### src/hw/gfs_pkg.sv
// Constants shared by the pin output-function selector
package gfs_pkg;
	// ****************************************
	// Widths
	// ****************************************
	localparam int PIN_N   = 16;
	localparam int LOW_N   = 8;
	localparam int FUNC_W  = 10;
	localparam int EVT_N   = 6;
	localparam int DIV_W   = 8;
	localparam int DUR_W   = 8;

	// ****************************************
	// Function codes
	// ****************************************
	localparam logic [FUNC_W-1:0] FN_GPIO   = 10'h001;
	localparam logic [FUNC_W-1:0] FN_INTERRUPT_REQUEST_ONE   = 10'h003;
	localparam logic [FUNC_W-1:0] FN_FLLCLK = 10'h010;
	localparam logic [FUNC_W-1:0] FN_LOCK   = 10'h018;
	localparam logic [FUNC_W-1:0] FN_DERIVED_OUTPUT_CLOCK  = 10'h048;
	localparam logic [FUNC_W-1:0] FN_PULSE_WIDTH_OUT_ONE   = 10'h080;
	localparam logic [FUNC_W-1:0] FN_PULSE_WIDTH_OUT_TWO   = 10'h081;
	localparam logic [FUNC_W-1:0] FN_SIGDET = 10'h08C;
	localparam logic [FUNC_W-1:0] FN_US1    = 10'h090;
	localparam logic [FUNC_W-1:0] FN_US2    = 10'h092;
	localparam logic [FUNC_W-1:0] FN_EVLOG  = 10'h158;
	localparam logic [FUNC_W-1:0] FN_ALM1   = 10'h230;
	localparam logic [FUNC_W-1:0] FN_ALM4   = 10'h233;
	localparam logic [FUNC_W-1:0] FN_TMR1   = 10'h250;
	localparam logic [FUNC_W-1:0] FN_TMR2   = 10'h251;

	// ****************************************
	// Register byte offsets
	// ****************************************
	localparam logic [11:0] OFS_FUNC0  = 12'h000;
	localparam logic [11:0] OFS_DIR    = 12'h040;
	localparam logic [11:0] OFS_LVL    = 12'h044;
	localparam logic [11:0] OFS_PIN_IN = 12'h048;
	localparam logic [11:0] OFS_DIV    = 12'h04C;
	localparam logic [11:0] OFS_DUR    = 12'h050;
	localparam logic [11:0] OFS_STAT   = 12'h054;
	localparam logic [11:0] OFS_MASK   = 12'h058;

	// ****************************************
	// Reset values and fixed timer pulse length
	// ****************************************
	localparam logic [FUNC_W-1:0] RST_FUNC = FN_GPIO;
	localparam logic [PIN_N-1:0]  RST_DIR  = 16'hFFFF;
	localparam logic [PIN_N-1:0]  RST_LVL  = 16'h0000;
	localparam logic [DIV_W-1:0]  RST_DIV  = 8'h01;
	localparam logic [DUR_W-1:0]  RST_DUR  = 8'h01;
	localparam logic [EVT_N-1:0]  RST_MASK = 6'h00;
	localparam logic [DUR_W-1:0]  TMR_DUR  = 8'h01;
endpackage : gfs_pkg

### src/hw/gfs_clk_div.sv
// Divider making the derived output clock from the system clock
`timescale 1ns/100ps
`default_nettype none
module gfs_clk_div
	import gfs_pkg::*;
#(
	parameter int W = DIV_W
) (
	input  wire logic         pclk,
	input  wire logic         presetn,
	input  wire logic [W-1:0] half_cnt,
	output logic              clk_out
);
	logic [W-1:0] cnt_r;
	logic         clk_r;
	wire          wrap = (cnt_r + W'(1)) >= half_cnt;

	if (W < 1) begin : g_bad_w
		$error("gfs_clk_div: width too small");
	end

	// Half period of half_cnt cycles, zero counts as one
	always_ff @(posedge pclk or negedge presetn) begin
		if (!presetn) begin
			cnt_r <= '0;
			clk_r <= 1'b0;
		end else if (wrap) begin
			cnt_r <= '0;
			clk_r <= ~clk_r;
		end else begin
			cnt_r <= cnt_r + W'(1);
		end
	end

	assign clk_out = clk_r;
endmodule // gfs_clk_div
`default_nettype wire

### src/hw/gfs_pulse_gen.sv
// Pulse of programmable length started by a trigger
`timescale 1ns/100ps
`default_nettype none
module gfs_pulse_gen
	import gfs_pkg::*;
#(
	parameter int W = DUR_W
) (
	input  wire logic         pclk,
	input  wire logic         presetn,
	input  wire logic         trig,
	input  wire logic [W-1:0] dur,
	output logic              pulse
);
	logic [W-1:0] left_r;
	wire  [W-1:0] len = (dur == '0) ? W'(1) : dur;

	if (W < 1) begin : g_bad_w
		$error("gfs_pulse_gen: width too small");
	end

	// A fresh trigger restarts the pulse
	always_ff @(posedge pclk or negedge presetn) begin
		if (!presetn) begin
			left_r <= '0;
		end else if (trig) begin
			left_r <= len;
		end else if (left_r != '0) begin
			left_r <= left_r - W'(1);
		end
	end

	assign pulse = (left_r != '0);
endmodule // gfs_pulse_gen
`default_nettype wire

### src/hw/gfs_top.sv
// Pin output-function selector with APB registers and interrupt
`timescale 1ns/100ps
`default_nettype none
// Functional notes
// RULE1: code 0x010 on pins 1-8 drives the loop output clock.
// RULE2: code 0x018 on pins 1-8 drives loop lock, high when locked.
// RULE3: code 0x048 on pins 1-8 drives a divided system clock.
// RULE4: code 0x080 drives the first PWM output on any pin.
// RULE5: code 0x081 drives the second PWM output on any pin.
// RULE6: code 0x08C on pins 1-8 drives the signal-detect flag.
// RULE7: code 0x090 on pins 1-8 drives ultrasonic detector one flag.
// RULE8: code 0x092 on pins 1-8 drives ultrasonic detector two flag.
// RULE9: code 0x158 on pins 1-8 drives event-log FIFO not-empty.
// RULE10: codes 0x230-0x233 drive alarm pulses of programmable length.
// RULE11: codes 0x250/0x251 drive a pulse when a timer completes.
// RULE12: code 0x003 on pins 1-8 drives the interrupt request one line.
// RULE13: code 0x001 as output drives the pin output level setting.
// RULE14: a pins-1-8 function on pins 9-16 drives the pin low.
module gfs_top
	import gfs_pkg::*;
#(
	parameter int PINS = PIN_N
) (
	input  wire logic            pclk,
	input  wire logic            presetn,
	input  wire logic            psel,
	input  wire logic            penable,
	input  wire logic            pwrite,
	input  wire logic [11:0]     paddr,
	input  wire logic [31:0]     pwdata,
	output logic      [31:0]     prdata,
	output logic                 pready,
	output logic                 pslverr,
	input  wire logic            freq_locked_loop_one_clk,
	input  wire logic            freq_locked_loop_one_lock,
	input  wire logic            pulse_width_out_one,
	input  wire logic            pulse_width_out_two,
	input  wire logic            signal_detect,
	input  wire logic            ultrasonic_detector_one,
	input  wire logic            ultrasonic_detector_two,
	input  wire logic            event_log_not_empty,
	input  wire logic            interrupt_request_one,
	input  wire logic [3:0]      alarm_trigger,
	input  wire logic [1:0]      timer_done,
	input  wire logic [PINS-1:0] pin_in,
	output logic      [PINS-1:0] pin_out,
	output logic      [PINS-1:0] pin_oe,
	output logic                 irq
);
	if (PINS != PIN_N) begin : g_bad_pins
		$error("gfs_top: only 16 pins supported");
	end

	// ****************************************
	// Decode helpers
	// ****************************************
	function automatic logic gfs_low_only(input logic [FUNC_W-1:0] c);
		return (c == FN_INTERRUPT_REQUEST_ONE) || (c == FN_FLLCLK) || (c == FN_LOCK) ||
		       (c == FN_DERIVED_OUTPUT_CLOCK) || (c == FN_SIGDET) || (c == FN_US1) ||
		       (c == FN_US2) || (c == FN_EVLOG);
	endfunction

	function automatic logic gfs_is_clk(input logic [FUNC_W-1:0] c);
		return (c == FN_FLLCLK) || (c == FN_DERIVED_OUTPUT_CLOCK);
	endfunction

	function automatic logic gfs_known(input logic [FUNC_W-1:0] c);
		return gfs_low_only(c) || (c == FN_GPIO) || (c == FN_PULSE_WIDTH_OUT_ONE) ||
		       (c == FN_PULSE_WIDTH_OUT_TWO) || ((c >= FN_ALM1) && (c <= FN_ALM4)) ||
		       (c == FN_TMR1) || (c == FN_TMR2);
	endfunction

	// Level source bundle: 0 irq,1 lock,2-3 pwm,4 sd,5-6 us,7 log,
	// 8-11 alarms, 12-13 timers
	function automatic logic gfs_pick(input logic [FUNC_W-1:0] c,
	                                  input logic [13:0] s,
	                                  input logic lvl);
		logic r;
		r = 1'b0;
		case (c)
			FN_GPIO:   r = lvl;    // RULE13
			FN_INTERRUPT_REQUEST_ONE:   r = s[0];   // RULE12
			FN_LOCK:   r = s[1];   // RULE2
			FN_PULSE_WIDTH_OUT_ONE:   r = s[2];   // RULE4
			FN_PULSE_WIDTH_OUT_TWO:   r = s[3];   // RULE5
			FN_SIGDET: r = s[4];   // RULE6
			FN_US1:    r = s[5];   // RULE7
			FN_US2:    r = s[6];   // RULE8
			FN_EVLOG:  r = s[7];   // RULE9
			FN_TMR1:   r = s[12];  // RULE11
			FN_TMR2:   r = s[13];  // RULE11
			default: begin
				if ((c >= FN_ALM1) && (c <= FN_ALM4))
					r = s[4'd8 + 4'(c - FN_ALM1)];  // RULE10
			end
		endcase
		return r;
	endfunction

	// ****************************************
	// Registers
	// ****************************************
	logic [FUNC_W-1:0] func_r [PINS];
	logic [PINS-1:0]   dir_r;
	logic [PINS-1:0]   lvl_r;
	logic [DIV_W-1:0]  div_r;
	logic [DUR_W-1:0]  dur_r;
	logic [EVT_N-1:0]  stat_r;
	logic [EVT_N-1:0]  mask_r;
	logic [PINS-1:0]   pin_q_r;
	logic [EVT_N-1:0]  stat_nxt;

	wire        acc     = psel && penable;
	wire        wr      = acc && pwrite;
	wire [11:0] wa      = {paddr[11:2], 2'b00};
	wire [11:0] fn_ofs  = wa - OFS_FUNC0;
	wire        hit_fn  = (fn_ofs < (OFS_DIR - OFS_FUNC0));
	wire [3:0]  fn_idx  = fn_ofs[5:2];
	wire        hit_dir = (wa == OFS_DIR);
	wire        hit_lvl = (wa == OFS_LVL);
	wire        hit_in  = (wa == OFS_PIN_IN);
	wire        hit_div = (wa == OFS_DIV);
	wire        hit_dur = (wa == OFS_DUR);
	wire        hit_st  = (wa == OFS_STAT);
	wire        hit_msk = (wa == OFS_MASK);
	wire        mapped  = hit_fn || hit_dir || hit_lvl || hit_in ||
	                      hit_div || hit_dur || hit_st || hit_msk;

	// ****************************************
	// APB slave, zero wait states
	// ****************************************
	assign pready  = 1'b1;
	assign pslverr = acc && !mapped;

	wire [31:0] rd_mux =
		hit_fn  ? {22'h00_0000, func_r[fn_idx]} :
		hit_dir ? {16'h0000, dir_r} :
		hit_lvl ? {16'h0000, lvl_r} :
		hit_in  ? {16'h0000, pin_in} :
		hit_div ? {24'h00_0000, div_r} :
		hit_dur ? {24'h00_0000, dur_r} :
		hit_st  ? {26'h000_0000, stat_r} :
		hit_msk ? {26'h000_0000, mask_r} : 32'h0000_0000;

	assign prdata = rd_mux;

	genvar gi;
	generate
		for (gi = 0; gi < PINS; gi++) begin : g_func
			always_ff @(posedge pclk or negedge presetn) begin
				if (!presetn)
					func_r[gi] <= RST_FUNC;
				else if (wr && hit_fn && (fn_idx == 4'(gi)))
					func_r[gi] <= pwdata[FUNC_W-1:0];
			end
		end
	endgenerate

	always_ff @(posedge pclk or negedge presetn) begin
		if (!presetn) begin
			dir_r  <= RST_DIR;
			lvl_r  <= RST_LVL;
			div_r  <= RST_DIV;
			dur_r  <= RST_DUR;
			mask_r <= RST_MASK;
		end else if (wr) begin
			if (hit_dir) dir_r <= pwdata[PINS-1:0];
			if (hit_lvl) lvl_r <= pwdata[PINS-1:0];
			if (hit_div) div_r <= pwdata[DIV_W-1:0];
			if (hit_dur) dur_r <= pwdata[DUR_W-1:0];
			if (hit_msk) mask_r <= pwdata[EVT_N-1:0];
		end
	end

	// ****************************************
	// Event pulses and interrupt
	// ****************************************
	logic [3:0] alarm_pulse;
	logic [1:0] timer_pulse;
	logic       derived_output_clock;

	generate
		for (gi = 0; gi < 4; gi++) begin : g_alarm
			gfs_pulse_gen #(.W(DUR_W)) u_alm (
				.pclk    (pclk),
				.presetn (presetn),
				.trig    (alarm_trigger[gi]),
				.dur     (dur_r),
				.pulse   (alarm_pulse[gi])
			);  // RULE10
		end
		for (gi = 0; gi < 2; gi++) begin : g_timer
			gfs_pulse_gen #(.W(DUR_W)) u_tmr (
				.pclk    (pclk),
				.presetn (presetn),
				.trig    (timer_done[gi]),
				.dur     (TMR_DUR),
				.pulse   (timer_pulse[gi])
			);  // RULE11
		end
	endgenerate

	gfs_clk_div #(.W(DIV_W)) u_derived_output_clock (
		.pclk     (pclk),
		.presetn  (presetn),
		.half_cnt (div_r),
		.clk_out  (derived_output_clock)
	);  // RULE3

	// Set wins over a write-one clear in the same cycle
	wire [EVT_N-1:0] evt = {timer_done, alarm_trigger};
	wire [EVT_N-1:0] clr = (wr && hit_st) ? pwdata[EVT_N-1:0] : '0;
	assign stat_nxt = (stat_r & ~clr) | evt;

	always_ff @(posedge pclk or negedge presetn) begin
		if (!presetn)
			stat_r <= '0;
		else
			stat_r <= stat_nxt;
	end

	assign irq = |(stat_r & mask_r);

	// ****************************************
	// Pin routing
	// ****************************************
	wire [13:0] src = {timer_pulse, alarm_pulse, event_log_not_empty,
	                   ultrasonic_detector_two, ultrasonic_detector_one,
	                   signal_detect, pulse_width_out_two,
	                   pulse_width_out_one, freq_locked_loop_one_lock,
	                   interrupt_request_one};

	generate
		for (gi = 0; gi < PINS; gi++) begin : g_pin
			wire [FUNC_W-1:0] code    = func_r[gi];
			wire              blocked = gfs_low_only(code) && (gi >= LOW_N);
			wire              pick    = gfs_pick(code, src, lvl_r[gi]);
			wire              clk_src = (code == FN_FLLCLK) ?
			                            freq_locked_loop_one_clk :  // RULE1
			                            derived_output_clock;                      // RULE3
			wire              is_clk  = gfs_is_clk(code) && !blocked;

			always_ff @(posedge pclk or negedge presetn) begin
				if (!presetn)
					pin_q_r[gi] <= 1'b0;
				else
					pin_q_r[gi] <= pick && !blocked;  // RULE14
			end

			assign pin_out[gi] = is_clk ? clk_src : pin_q_r[gi];
			assign pin_oe[gi]  = (code == FN_GPIO) ? !dir_r[gi] :
			                     gfs_known(code);  // RULE13
		end
	endgenerate
endmodule // gfs_top
`default_nettype wire

### config.mk
export PLATFORM = sky130hd
export DESIGN_NAME = gfs_top
export DESIGN_NICKNAME = d
export VERILOG_FILES = /design/src/hw/gfs_pkg.sv /design/src/hw/gfs_clk_div.sv /design/src/hw/gfs_pulse_gen.sv /design/src/hw/gfs_top.sv
export SDC_FILE = /design/constraint.sdc
export NUM_CORES = 1
export LEC_CHECK = 0
export ABC_AREA = 0
export BUFFER_PORTS_ARGS = -buffer_cell sky130_fd_sc_hd__buf_2
export CAP_MARGIN = 20
export CELL_PAD_IN_SITES_DETAIL_PLACEMENT = 0
export CELL_PAD_IN_SITES_GLOBAL_PLACEMENT = 1
export CORE_ASPECT_RATIO = 0.75
export CORE_MARGIN = 1
export CORE_UTILIZATION = 48
export CTS_CLUSTER_SIZE = 8
export DETAILED_ROUTE_END_ITERATION = 10
export PLACE_DENSITY = 0.85
export SYNTH_ARGS = -nofsm -noshare
export SYNTH_HDL_FRONTEND = slang
export SYNTH_SLANG_ARGS = --single-unit
export TNS_END_PERCENT = 50
### constraint.sdc
create_clock -name pclk -period 2.7 [get_ports pclk]
set_input_delay 0.27 -clock pclk [delete_from_list [all_inputs] [get_ports pclk]]
set_output_delay 0.27 -clock pclk [all_outputs]
set_load 0.02 [all_outputs]
[Word level (Yosys, flattened, before mapping)]
Index checks and enable logic that the tools add are counted.
Storage, ports and cells
  word-level logic and storage cells: 839
  input port bits: 80
  register bits after elaboration: 293
  output and inout bits: 67
Operators by class
  equal/unequal tests: 230
  magnitude comparators: 51
  bitwise operators: 6
  add/subtract/negate cells: 39
  reduce and logical (&&, ||, !) cells: 329
  muxes and demuxes: 138
Operators with widths (count)
  10-bit by 8-bit equality test with 1-bit output, second input constant: 80
  10-bit by 5-bit equality test with 1-bit output, second input constant: 39
  10-bit equality test, second input constant: 32
  1-bit logical OR: 231
  1-bit case mux with 11 select lines: 16
  10-bit by 1-bit equality test with 1-bit output, second input constant: 16
  10-bit by 2-bit equality test with 1-bit output, second input constant: 16
  10-bit by 7-bit equality test with 1-bit output, second input constant: 16
  10-bit by 9-bit equality test with 1-bit output, second input constant: 16
  10-bit >= comparator, second input constant: 16
  10-bit <= comparator, second input constant: 16
  8-bit 2-to-1 mux: 16
  4-bit by 5-bit less-than comparator with 1-bit output, second input constant: 16
  1-bit 2-to-1 mux: 80
  4-bit adder, first input constant: 16
  1-bit binary-select mux with 4-bit select: 16
  16-bit 2-to-1 mux: 4
  4-bit by 1-bit subtractor with 4-bit output, second input constant: 16
  1-bit logical AND: 53
  8-bit nonzero test: 6
  8-bit by 1-bit subtractor with 8-bit output, second input constant: 6
  10-bit binary-select mux with 4-bit select: 1
  4-bit equality test, second input constant: 8
  1-bit logical NOT: 25
  19 further kinds: 36

[Longest topological paths before layout]
Gate-level depths: netlist of the first run.
  depth after elaboration: 15
  gate-level depth with buffers: 10
  mapped depth without buffers: 10

[Cells and area by module]
From an unflattened synthesis of the first run, not the netlist that was laid out.
Second synthesis, totals
  cell total of the unflattened synthesis: 2137
  area total of the unflattened synthesis: 20771.2 um^2
Modules (own cells, without submodules)
  gfs_top: seq. area each 5948.2 um^2, cells an instance 1734, area each 17011.3 um^2, instances 1
  gfs_pulse_gen: seq. area each 200.2 um^2, cells an instance 57, area each 525.5 um^2, instances 6
  gfs_clk_div: seq. area each 225.2 um^2, cells an instance 61, area each 606.8 um^2, instances 1

[Least setup slack after synthesis of the first run]
No wires, ideal clock.
  path kind: input to output
  start: input paddr[3]
  end: output prdata[0]
  cell stages on the path: 7
  setup slack: 189 ps
  arrival time: 2241 ps
  path through: buf_2 -> buf_2 -> buf_1 -> mux4_2 -> mux4_2 -> nand2_1 -> o2111ai_1
Between the ends
  cells in the longest elaborated chain, start to end: 9
  elaborated cells on any way between the ends: 20
  classes of those cells: order compare (1); eq/ne (7); mux (11); bitwise (1)
RTL lines
  start: declaration: line gfs_top.sv:29  | input wire logic [11:0] paddr,
  10-bit by 5-bit equality test with 1-bit output: line gfs_top.sv:125  | wire hit_msk = (wa == OFS_MASK);
  6-bit 2-to-1 mux: line gfs_top.sv:143  | hit_msk ? {26'h000_0000, mask_r} : 32'h0000_0000;
  6-bit 2-to-1 mux: line gfs_top.sv:142  | hit_st ? {26'h000_0000, stat_r} :
  8-bit 2-to-1 mux: line gfs_top.sv:141  | hit_dur ? {24'h00_0000, dur_r} :
  8-bit 2-to-1 mux: line gfs_top.sv:140  | hit_div ? {24'h00_0000, div_r} :
  16-bit 2-to-1 mux: line gfs_top.sv:139  | hit_in ? {16'h0000, pin_in} :
  16-bit 2-to-1 mux: line gfs_top.sv:138  | hit_lvl ? {16'h0000, lvl_r} :
  16-bit 2-to-1 mux: line gfs_top.sv:137  | hit_dir ? {16'h0000, dir_r} :
  16-bit 2-to-1 mux *: line gfs_top.sv:136  | hit_fn ? {22'h00_0000, func_r[fn_idx]} :
  end: declaration: line gfs_top.sv:31  | output logic [31:0] prdata,
Mark *: on every way between the ends. The rest lies on a longest branch, timed or not. The select of a mux whose other input is x is not followed.

[Final worst setup path of the first run]
  start: register func_r, in the netlist g_pin[0].code[0]
  end: output prdata[0]
Between the ends
  cells in the longest elaborated chain, start to end: 4
RTL lines
  start: declaration: line gfs_top.sv:103  | logic [FUNC_W-1:0] func_r [PINS];
  start signal: indexed assignment: line gfs_top.sv:154  | func_r[gi] <= pwdata[FUNC_W-1:0];
  10-bit binary-select mux with 4-bit select: line gfs_top.sv:136
  10-bit 2-to-1 mux (not written as such) (2 in a row): line gfs_top.sv:136
  16-bit 2-to-1 mux: line gfs_top.sv:136
Every way passes these cells. The select of a mux whose other input is x is not followed.

==> qor.yml, run 1 <==
outcome:
  status: "complete, but fails checks"
  failed_checks: "negative setup slack"
synthesis:
  yosysWarningCount: 0
  synthFlopType: "dfrtp_1"
  synth_cell_types: 82
  synth-async-reset-ratio_pct: 100.0
  syn_inst: 2086
  synth_area_um2: 20030
  seq_area_frac_synth_pct: 36.83
  ys_seq_elements: 293
  synth_edf_count: 0
  syn_avg_cell_area_um2: 9.600
worst_setup_path:
  r2r_end: "pin_q_r[7]"
  reg2reg_from: "g_alarm[1].u_alm.left_r[0]"
  max_stage_delay_ns: 0.49
  critical_path_class: "reg2out"
  cp-start-kind: "register"
  cp_slowest_cell: "mux4_2"
  worstSetupEndpointType: "output port"
  crit_path_frequent_cell: "mux4_2"
  rrSetupSlack_ns: 0.17
  crit_buf_inv: 2
  crit_fanout: 5
  worstPathArrival_ns: 2.52
  crit_family: "multiplexers"
  worstPathRequired_ns: 2.43
  r2r_cells: 7
  worstPathCellList: "buf_4 -> mux4_2 -> mux4_2 -> nand2_2 -> o2111ai_4 -> buf_6"
timing:
  clock_skew_ns: 0.01139
  maxSlewHeadroom_pct: 37.75
  setup_slack_ns: -0.09115
  hold_viol: 0
  setup-tns-final_ns: -0.4812
  rsz0062_at_grt: "true"
  period_needed_ns: 2.791
  max_freq_ghz: 0.3583
  post-route-period-util_pct: 103.4
  hold-worst-slack_ns: 0.05345
  slew_viol_final: 0
  setup_viol: 15
  worst_pin_slew_ns: 0.9338
clock_tree:
  cts_buffers: 42
  cts.sinks: 293
  clk_pin_slew_worst_paths_ns: 0.05
  cts_buffer_depth: 3
  cts_max_level: 2
  tritoncts: "built"
  clock_latency_ns: 0.54
  root_buffer: "clkbuf_16"
power_and_ir_drop:
  cellLeakagePower_nw: 10.35
  powerDensity_nw_per_um2: 558.2
  ir_worst_vdd_mv: 0.6541
placed_design:
  gp_congestion: 0.9979
  io_buffers: 111
  dp_hpwl_um: 51120
  dp_cells: 2705
detailed_routing:
  top_layer: "met4"
  num_vias: 18820
  drc_errors: 0
  routedWlPerCell_um: 26.28
  wl_met3_um: 9226
  wl_met2_um: 31830
  firstDrtPassIters: 7
  antenna_left: 0
  wirelength_met1_um: 30450
  via_per_inst: 6.611
  wirelength_um: 74820
  drt_iter0_drc: 2095
finish:
  utilization_pct: 59.13
  area_delta_synth_final_pct: 20.83
  fin_cells: 2847
  layout_commonest_cell: "mux2_2"
  layout-drive-gt1-share_pct: 36.59
  layout_common_cells: "228 x mux2_2, 207 x dfrtp_1, 160 x buf_4, 159 x nand2_1, 156 x nor2_1"
  num-nets-final: 2351
min_path:
  hp-class: "in2reg"
  worstHoldStart: "timer_done[1]"
  worstHoldEndpoint: "g_timer[1].u_tmr.left_r[5]"
  hold_depth: 2
die:
  start_util_pct: 48.94
  core_region_area_um2: 40920
  dieArea_um2: 42550
  ios: 147
  chipWidth_um: 237.9
  die_h_um: 178.9
  fp-row-count: 64
global_route:
  antenna_found_initial: 1
  grt_pass1_wl_um: 110500
  grt_max_degree: 111
  grtUsageTotal_pct: 34.80
  overflow: 0
  grt_pass1_vias: 17250
job:
  drv_cap: 0
==> cells by family (layout without fill, tap and decap cells) <==
group	Yosys count	in the layout	synth area share, %
muxes	341	341	22.16
xor gates and xnor gates	41	41	1.793
other	2	18	0.03750
adders and majority gates	19	19	1.187
AOI/OAI and AO/OA	359	359	11.82
and+or+nand+nor	797	797	21.29
buffers and inverters	234	418	4.880
DFF	293	293	36.83
==> per-layer routing <==
layer / track usage [%] / vias to the layer above
met3: 9.530 / 221
met2: 50.80 / 1233
li1: - / 8099
met1: 48.90 / 9268
met4: 13.60 / 0
met5: 0 / -
==> area by class of cell <==
| class | instances | area (µm²) |
|---|---|---|
| inverter | 45 | 171.4 |
| clock buffer | 76 | 1210 |
| tap | 561 | 701.9 |
| multi-input combinational | 1574 | 12380 |
| antenna | 1 | 2.502 |
| timing repair buffer | 296 | 2276 |
| sequential | 293 | 7443 |
| clock inverter | 1 | 8.758 |
| fill | 3403 | 16720 |
==> state kept, by name, summed over array words and instances (netlist names) <==
name and count:
dur_r 8, div_r 8, dir_r 16, u_derived_output_clock.clk_out 1, stat_r 6, g_pin.code 160
u_derived_output_clock.cnt_r 8, g_timer.u_tmr.left_r 16, pin_q_r 16, mask_r 6, g_alarm.u_alm.left_r 32, lvl_r 16
==> how the worst max path moves through the flow <==
stage,startpoint,endpoint,slack (ns),cells past startpoint
finish,g_pin[0].code[0],prdata[0],-0.09,6
floorplan,paddr[3],prdata[0],0.19,7
global route,g_pin[0].code[8],pin_oe[0],-0.12,8
CTS,g_pin[0].code[9],pin_oe[0],-0.1,8
global placement,paddr[8],prdata[1],-0.11,8
detailed placement,paddr[8],prdata[1],-0.12,8
==> where the power goes <==
group	leakage (nW)	internal [W]	switching (W)	total, W
clock network	0.579	0.00300	0.00202	0.00502
logic	5.98	0.00127	0.00215	0.00341
registers	3.79	0.00471	0.000371	0.00508
total	10.4	0.00897	0.00454	0.0135
==> through the flow <==
stage | total power [W] | setup slack, ns | cell area [µm²]
after detailed placement | 0.008435 | -0.1154 | 21610
after floorplan | 0.007018 | 0.1886 | 20080
after CTS | 0.01344 | -0.09770 | 23540
after global placement | 0.008333 | -0.1138 | 21610
after global routing | 0.01402 | -0.1236 | 24190
final | 0.01351 | -0.09115 | 24200
==> worst reg2reg max path: stages, from the launching register on <==
cell and delay, ns:
dfrtp_1 0.38, inv_1 0.11, ha_1 0.18, nor3b_1 0.31, and2_1 0.80, a211oi_1 0.18
a211oi_1 0.28, o21ai_0 0.14
==> synth_stat cells, types with 7 or more instances <==
cell | count | area share [%]
dfrtp_1 | 259 | 32
mux2_2 | 229 | 13
nand2_1 | 168 | 3.1
nor2_1 | 167 | 3.1
clkbuf_1 | 145 | 2.7
o21ai_0 | 85 | 2.1
a21oi_1 | 81 | 2.0
nand3_1 | 67 | 1.7
nor3_1 | 67 | 1.7
nor4_1 | 66 | 2.1
mux4_2 | 59 | 6.6
mux2i_1 | 53 | 2.6
inv_1 | 45 | 0.84
dfstp_2 | 34 | 4.5
nand2b_1 | 30 | 0.94
nand4_1 | 30 | 0.94
xnor2_1 | 29 | 1.3
nor2b_1 | 25 | 0.78
nor4b_1 | 22 | 0.96
o31ai_1 | 22 | 0.82
buf_4 | 21 | 0.79
nor3b_1 | 21 | 0.79
ha_1 | 19 | 1.2
nand4b_1 | 19 | 0.83
a211oi_1 | 18 | 0.67
and3_1 | 18 | 0.56
buf_2 | 16 | 0.40
nand3b_1 | 15 | 0.56
o22ai_1 | 15 | 0.47
or3_1 | 14 | 0.44
or4_1 | 14 | 0.52
a21o_1 | 13 | 0.49
xor2_1 | 12 | 0.52
a22oi_1 | 11 | 0.41
a31oi_1 | 11 | 0.34
a32oi_1 | 11 | 0.48
a2111oi_0 | 9 | 0.39
or2_2 | 9 | 0.28
and2_1 | 8 | 0.25
o211ai_1 | 8 | 0.30
o311ai_0 | 8 | 0.35
a22o_1 | 7 | 0.31
buf_1 | 7 | 0.13
or3b_2 | 7 | 0.31
==> timing repair <==
item / CTS / global route
hold buffers: 7 / 0
buffers inserted: 27 / 30
gates resized for setup: 119 / 114
pin swaps: 24 / 18
cloned: 0 / 0
hold endpoints to repair: 42 / 0
endpoints found under the setup margin: 28 / 30
(Power assumes the default switching activity.)
==> run 2, diff against run 1 <==
- CORE_UTILIZATION: 48 -> 49
- PLACE_DENSITY: 0.85 -> 0.86
- SYNTH_HIERARCHICAL: not set -> 1
==> run 2 against run 1 <==
The run still ends with negative setup slack left. Cell area grew 5.6%. Via count increased by 5.7%. Sequential power is 6.7% lower. Die area grew 1.6%. Largest cell class unchanged.
==> qor.yml, run 2 <==
worst_setup_path:
  critical_path_class: "reg2out"  # unchanged
  max_stage_delay_ns: 0.55  # was 0.49 ns
  worstSetupEndpointType: "output port"  # unchanged
  worstPathCellList: "mux4_2 -> mux4_2 -> a221o_1 -> buf_6"  # was buf_4 -> mux4_2 -> mux4_2 -> nand2_2 -> o2111ai_4 -> buf_6
  cp_slowest_cell: "mux4_2"  # unchanged
  crit_path_frequent_cell: "mux4_2"  # unchanged
  worstPathRequired_ns: 2.43  # about the same
  worstPathArrival_ns: 2.65  # was 2.52 ns
  r2r_cells: 9  # was 7
  cp-start-kind: "register"  # unchanged
  crit_fanout: 6  # was 5
finish:
  multi_input_area_um2: 13140  # was 12380 µm²
  utilization_pct: 61.86  # was 59.13%
  fillers: 3470  # was 3403
  seqCellArea_um2: 7442  # was 7443 µm²
  layout_commonest_cell: "buf_4"  # was mux2_2
  layout-drive-gt1-share_pct: 39.02  # was 36.59%
  fin_cells: 2983  # was 2847
  area_delta_synth_final_pct: 23.06  # was 20.83%
  num-nets-final: 2490  # was 2351
  layout_common_cells: "231 x buf_4, 227 x mux2_2, 205 x dfrtp_1, 149 x nor2_1, 131 x nand2_1"  # was 228 x mux2_2, 207 x dfrtp_1, 160 x buf_4, 159 x nand2_1, 156 x nor2_1
  design_area_um2: 25560  # was 24200 µm²
  largest_reg_flops: 160  # unchanged
power_and_ir_drop:
  pwr-share-clk_pct: 44.4  # was 37.1%
  swShare_pct: 28.39  # was 33.59%
  internal_power_w: 0.008293  # was 0.008970 W
  cellLeakagePower_nw: 11.03  # was 10.35 nW
  power.share.combinational_pct: 14.7  # was 25.3%
  seqPwrFrac_pct: 40.9  # was 37.6%
  ir_worst_vdd_mv: 0.3854  # was 0.6541 mV
  switchingPower_w: 0.003288  # was 0.004536 W
  powerDensity_nw_per_um2: 453.1  # was 558.2 nW/µm²
global_route:
  grtUsageTotal_pct: 35.14  # was 34.80%
  antenna_found_initial: 4  # was 1
  grt_pass1_vias: 18750  # was 17.25k
  grt_pass1_wl_um: 115200  # was 110500 µm
  overflow: 0  # unchanged
  grt_max_degree: 84  # was 111
synthesis:
  synth_cell_types: 86  # was 82
  synth_area_leaders: "dfrtp_1 31%, mux2_2 12%, mux4_2 7.5%, dfstp_2 4.3%, nor2_1 2.8%"  # was dfrtp_1 32%, mux2_2 13%, mux4_2 6.6%, dfstp_2 4.5%, nand2_1 3.1%
  syn_inst: 2137  # was 2086
  syn_avg_cell_area_um2: 9.720  # was 9.600 µm²
  synth.most_common_cell: "dfrtp_1"  # unchanged
  synthFlopType: "dfrtp_1"  # unchanged
  yosysWarningCount: 6  # was 0
  synth.top_cell.area_share_pct: 31.20  # was 32.36%
  synthTopCellsByCount: "259 x dfrtp_1, 228 x mux2_2, 153 x nor2_1, 150 x clkbuf_1, 135 x nand2_1"  # was 259 x dfrtp_1, 229 x mux2_2, 168 x nand2_1, 167 x nor2_1, 145 x clkbuf_1
  synth_area_um2: 20770  # was 20030 µm²
  ys_seq_elements: 293  # unchanged
  synth-async-reset-ratio_pct: 100.0  # unchanged
  seq_area_frac_synth_pct: 35.50  # was 36.83%
  synth_top_area_cell: "dfrtp_1"  # unchanged
  synth_edf_count: 0  # unchanged
placed_design:
  io_buffers: 111  # unchanged
  postPlaceCellArea_um2: 22860  # was 21610 µm²
  gp_congestion: 1.011  # was 0.9979
  dp_cells: 2835  # was 2705
  dp_hpwl_um: 52700  # was 51120 µm
detailed_routing:
  antenna_left: 0  # unchanged
  wirelength_um: 77180  # was 74820 µm
  drt_iter0_drc: 2177  # was 2095
  routedWlPerCell_um: 25.87  # was 26.28 µm
  num_vias: 19890  # was 18.82k
  firstDrtPassIters: 8  # was 7
  via_per_inst: 6.667  # was 6.611
  drc_errors: 0  # unchanged
timing:
  slew_viol_final: 0  # unchanged
  period_needed_ns: 2.921  # was 2.791 ns
  setup_viol: 14  # was 15
  post-route-period-util_pct: 108.2  # was 103.4%
  clock_skew_ns: 0.01115  # was 0.01139 ns
  max_freq_ghz: 0.3424  # was 0.3583 GHz
  hold-worst-slack_ns: 0.1372  # was 0.05345 ns
  maxSlewHeadroom_pct: 42.62  # was 37.75%
  worst_pin_slew_ns: 0.8606  # was 0.9338 ns
  rsz0062_at_grt: "true"  # unchanged
  hold_viol: 0  # unchanged
  setup_slack_ns: -0.2206  # was -0.09115 ns
die:
  dieArea_um2: 43230  # was 42550 µm²
  start_util_pct: 50.27  # was 48.94%
  ios: 147  # unchanged
  core_region_area_um2: 41320  # was 40920 µm²
  die_h_um: 180.3  # was 178.9 µm
  fp-row-count: 64  # unchanged
  chipWidth_um: 239.7  # was 237.9 µm
clock_tree:
  cts.sinks: 293  # unchanged
  cts_max_level: 2  # unchanged
  cts_buffers: 42  # unchanged
  clk_pin_slew_worst_paths_ns: 0.05  # about the same
  root_buffer: "clkbuf_16"  # unchanged
  clock_latency_ns: 0.54  # about the same
  tritoncts: "built"  # unchanged
  cts_buffer_depth: 3  # unchanged
min_path:
  hp-class: "in2reg"  # unchanged
  hold_depth: 3  # was 2
outcome:
  status: "complete, but fails checks"  # unchanged
  failed_checks: "negative setup slack"  # unchanged
job:
  drv_cap: 0  # unchanged
-- run 2: changes by cell type in the layout (fill, tap and decap cells not counted), moves of 22 or more --
cell | previous run | this run
a221oi_1 | 1 | 23
o21ai_0 | 81 | 58
conb_1 | 17 | 47
inv_1 | 43 | 76
buf_4 | 160 | 231
nand2_1 | 159 | 131
-- run 2: through the flow --
stage	worst slack, ns	total power (W)	setup TNS, ns
2_1_floorplan	0.01892	0.005683	0
3_5_place_dp	-0.06401	0.006409	-0.1284
5_1_grt	-0.2519	0.01195	-2.446
4_1_cts	-0.2298	0.01155	-1.395
6_report	-0.2206	0.01158	-1.364
3_3_place_gp	-0.01115	0.006354	-0.01115
-- run 2: cell type report --
cell class,count,area share [%]
diodes,3,0.02937
repair buffers,360,10.60
flip-flops and latches,293,29.12
inverters,82,1.243
multi-input cells,1610,51.40
well taps,561,2.746
clock buffers,74,4.871
-- run 2: cells by family after synthesis --
family / count (synthesis) / synth area share (%)
xor+xnor: 28 / 1.181
simple gates: 806 / 21.93
fa+ha+maj: 21 / 1.265
buf+inv: 279 / 5.482
other cells: 2 / 0.03616
compound gates: 365 / 12.54
mux: 343 / 22.06
flops: 293 / 35.50
-- run 2: critical path, delay by kind of cell (launching register included) --
kind / cells / cell delay, ns
mux: 2 / 1.06
buf+inv: 1 / 0.17
compound gates: 1 / 0.41
flops: 1 / 0.47
-- run 2: power by group through the flow --
stage	Combinational [W]	Sequential, W	Clock (W)
floorplan	0.000949	0.00473	0
global placement	0.00156	0.00479	0
detailed placement	0.00161	0.00480	0
CTS	0.00165	0.00473	0.00517
global route	0.00183	0.00475	0.00537
finish	0.00170	0.00474	0.00514
-- run 2: repair_timing --
action / 4_1_cts / 5_1_grt
hold buffers: 7 / 0
buffers inserted: 16 / 48
setup endpoints to repair: 30 / 33
pin swaps: 15 / 33
endpoints found under the hold margin: 80 / 0
resized for setup: 121 / 119
-- run 2: worst paths after layout --
path / startpoint / to / slack [ns]
min in group asynchronous: presetn / pin_q_r[2] / 0.36
max in group asynchronous: presetn / dir_r[1] / 1.51
setup reg to reg: g_timer[1].u_tmr/left_r[0] / pin_q_r[3] / 0.08
hold reg to reg: u_derived_output_clock/cnt_r[0] / u_derived_output_clock/cnt_r[0] / 0.52
setup / recovery: g_pin[15].code[5] / prdata[5] / -0.22
hold / removal: alarm_trigger[1] / g_alarm[1].u_alm/left_r[4] / 0.14
-- run 2: routing by layer --
metal  wire (µm)  GRT usage [%]
met1       31420          50.23
met2       33190          50.14
met3        9364          9.406
met4        3194          14.38
met5          13              0
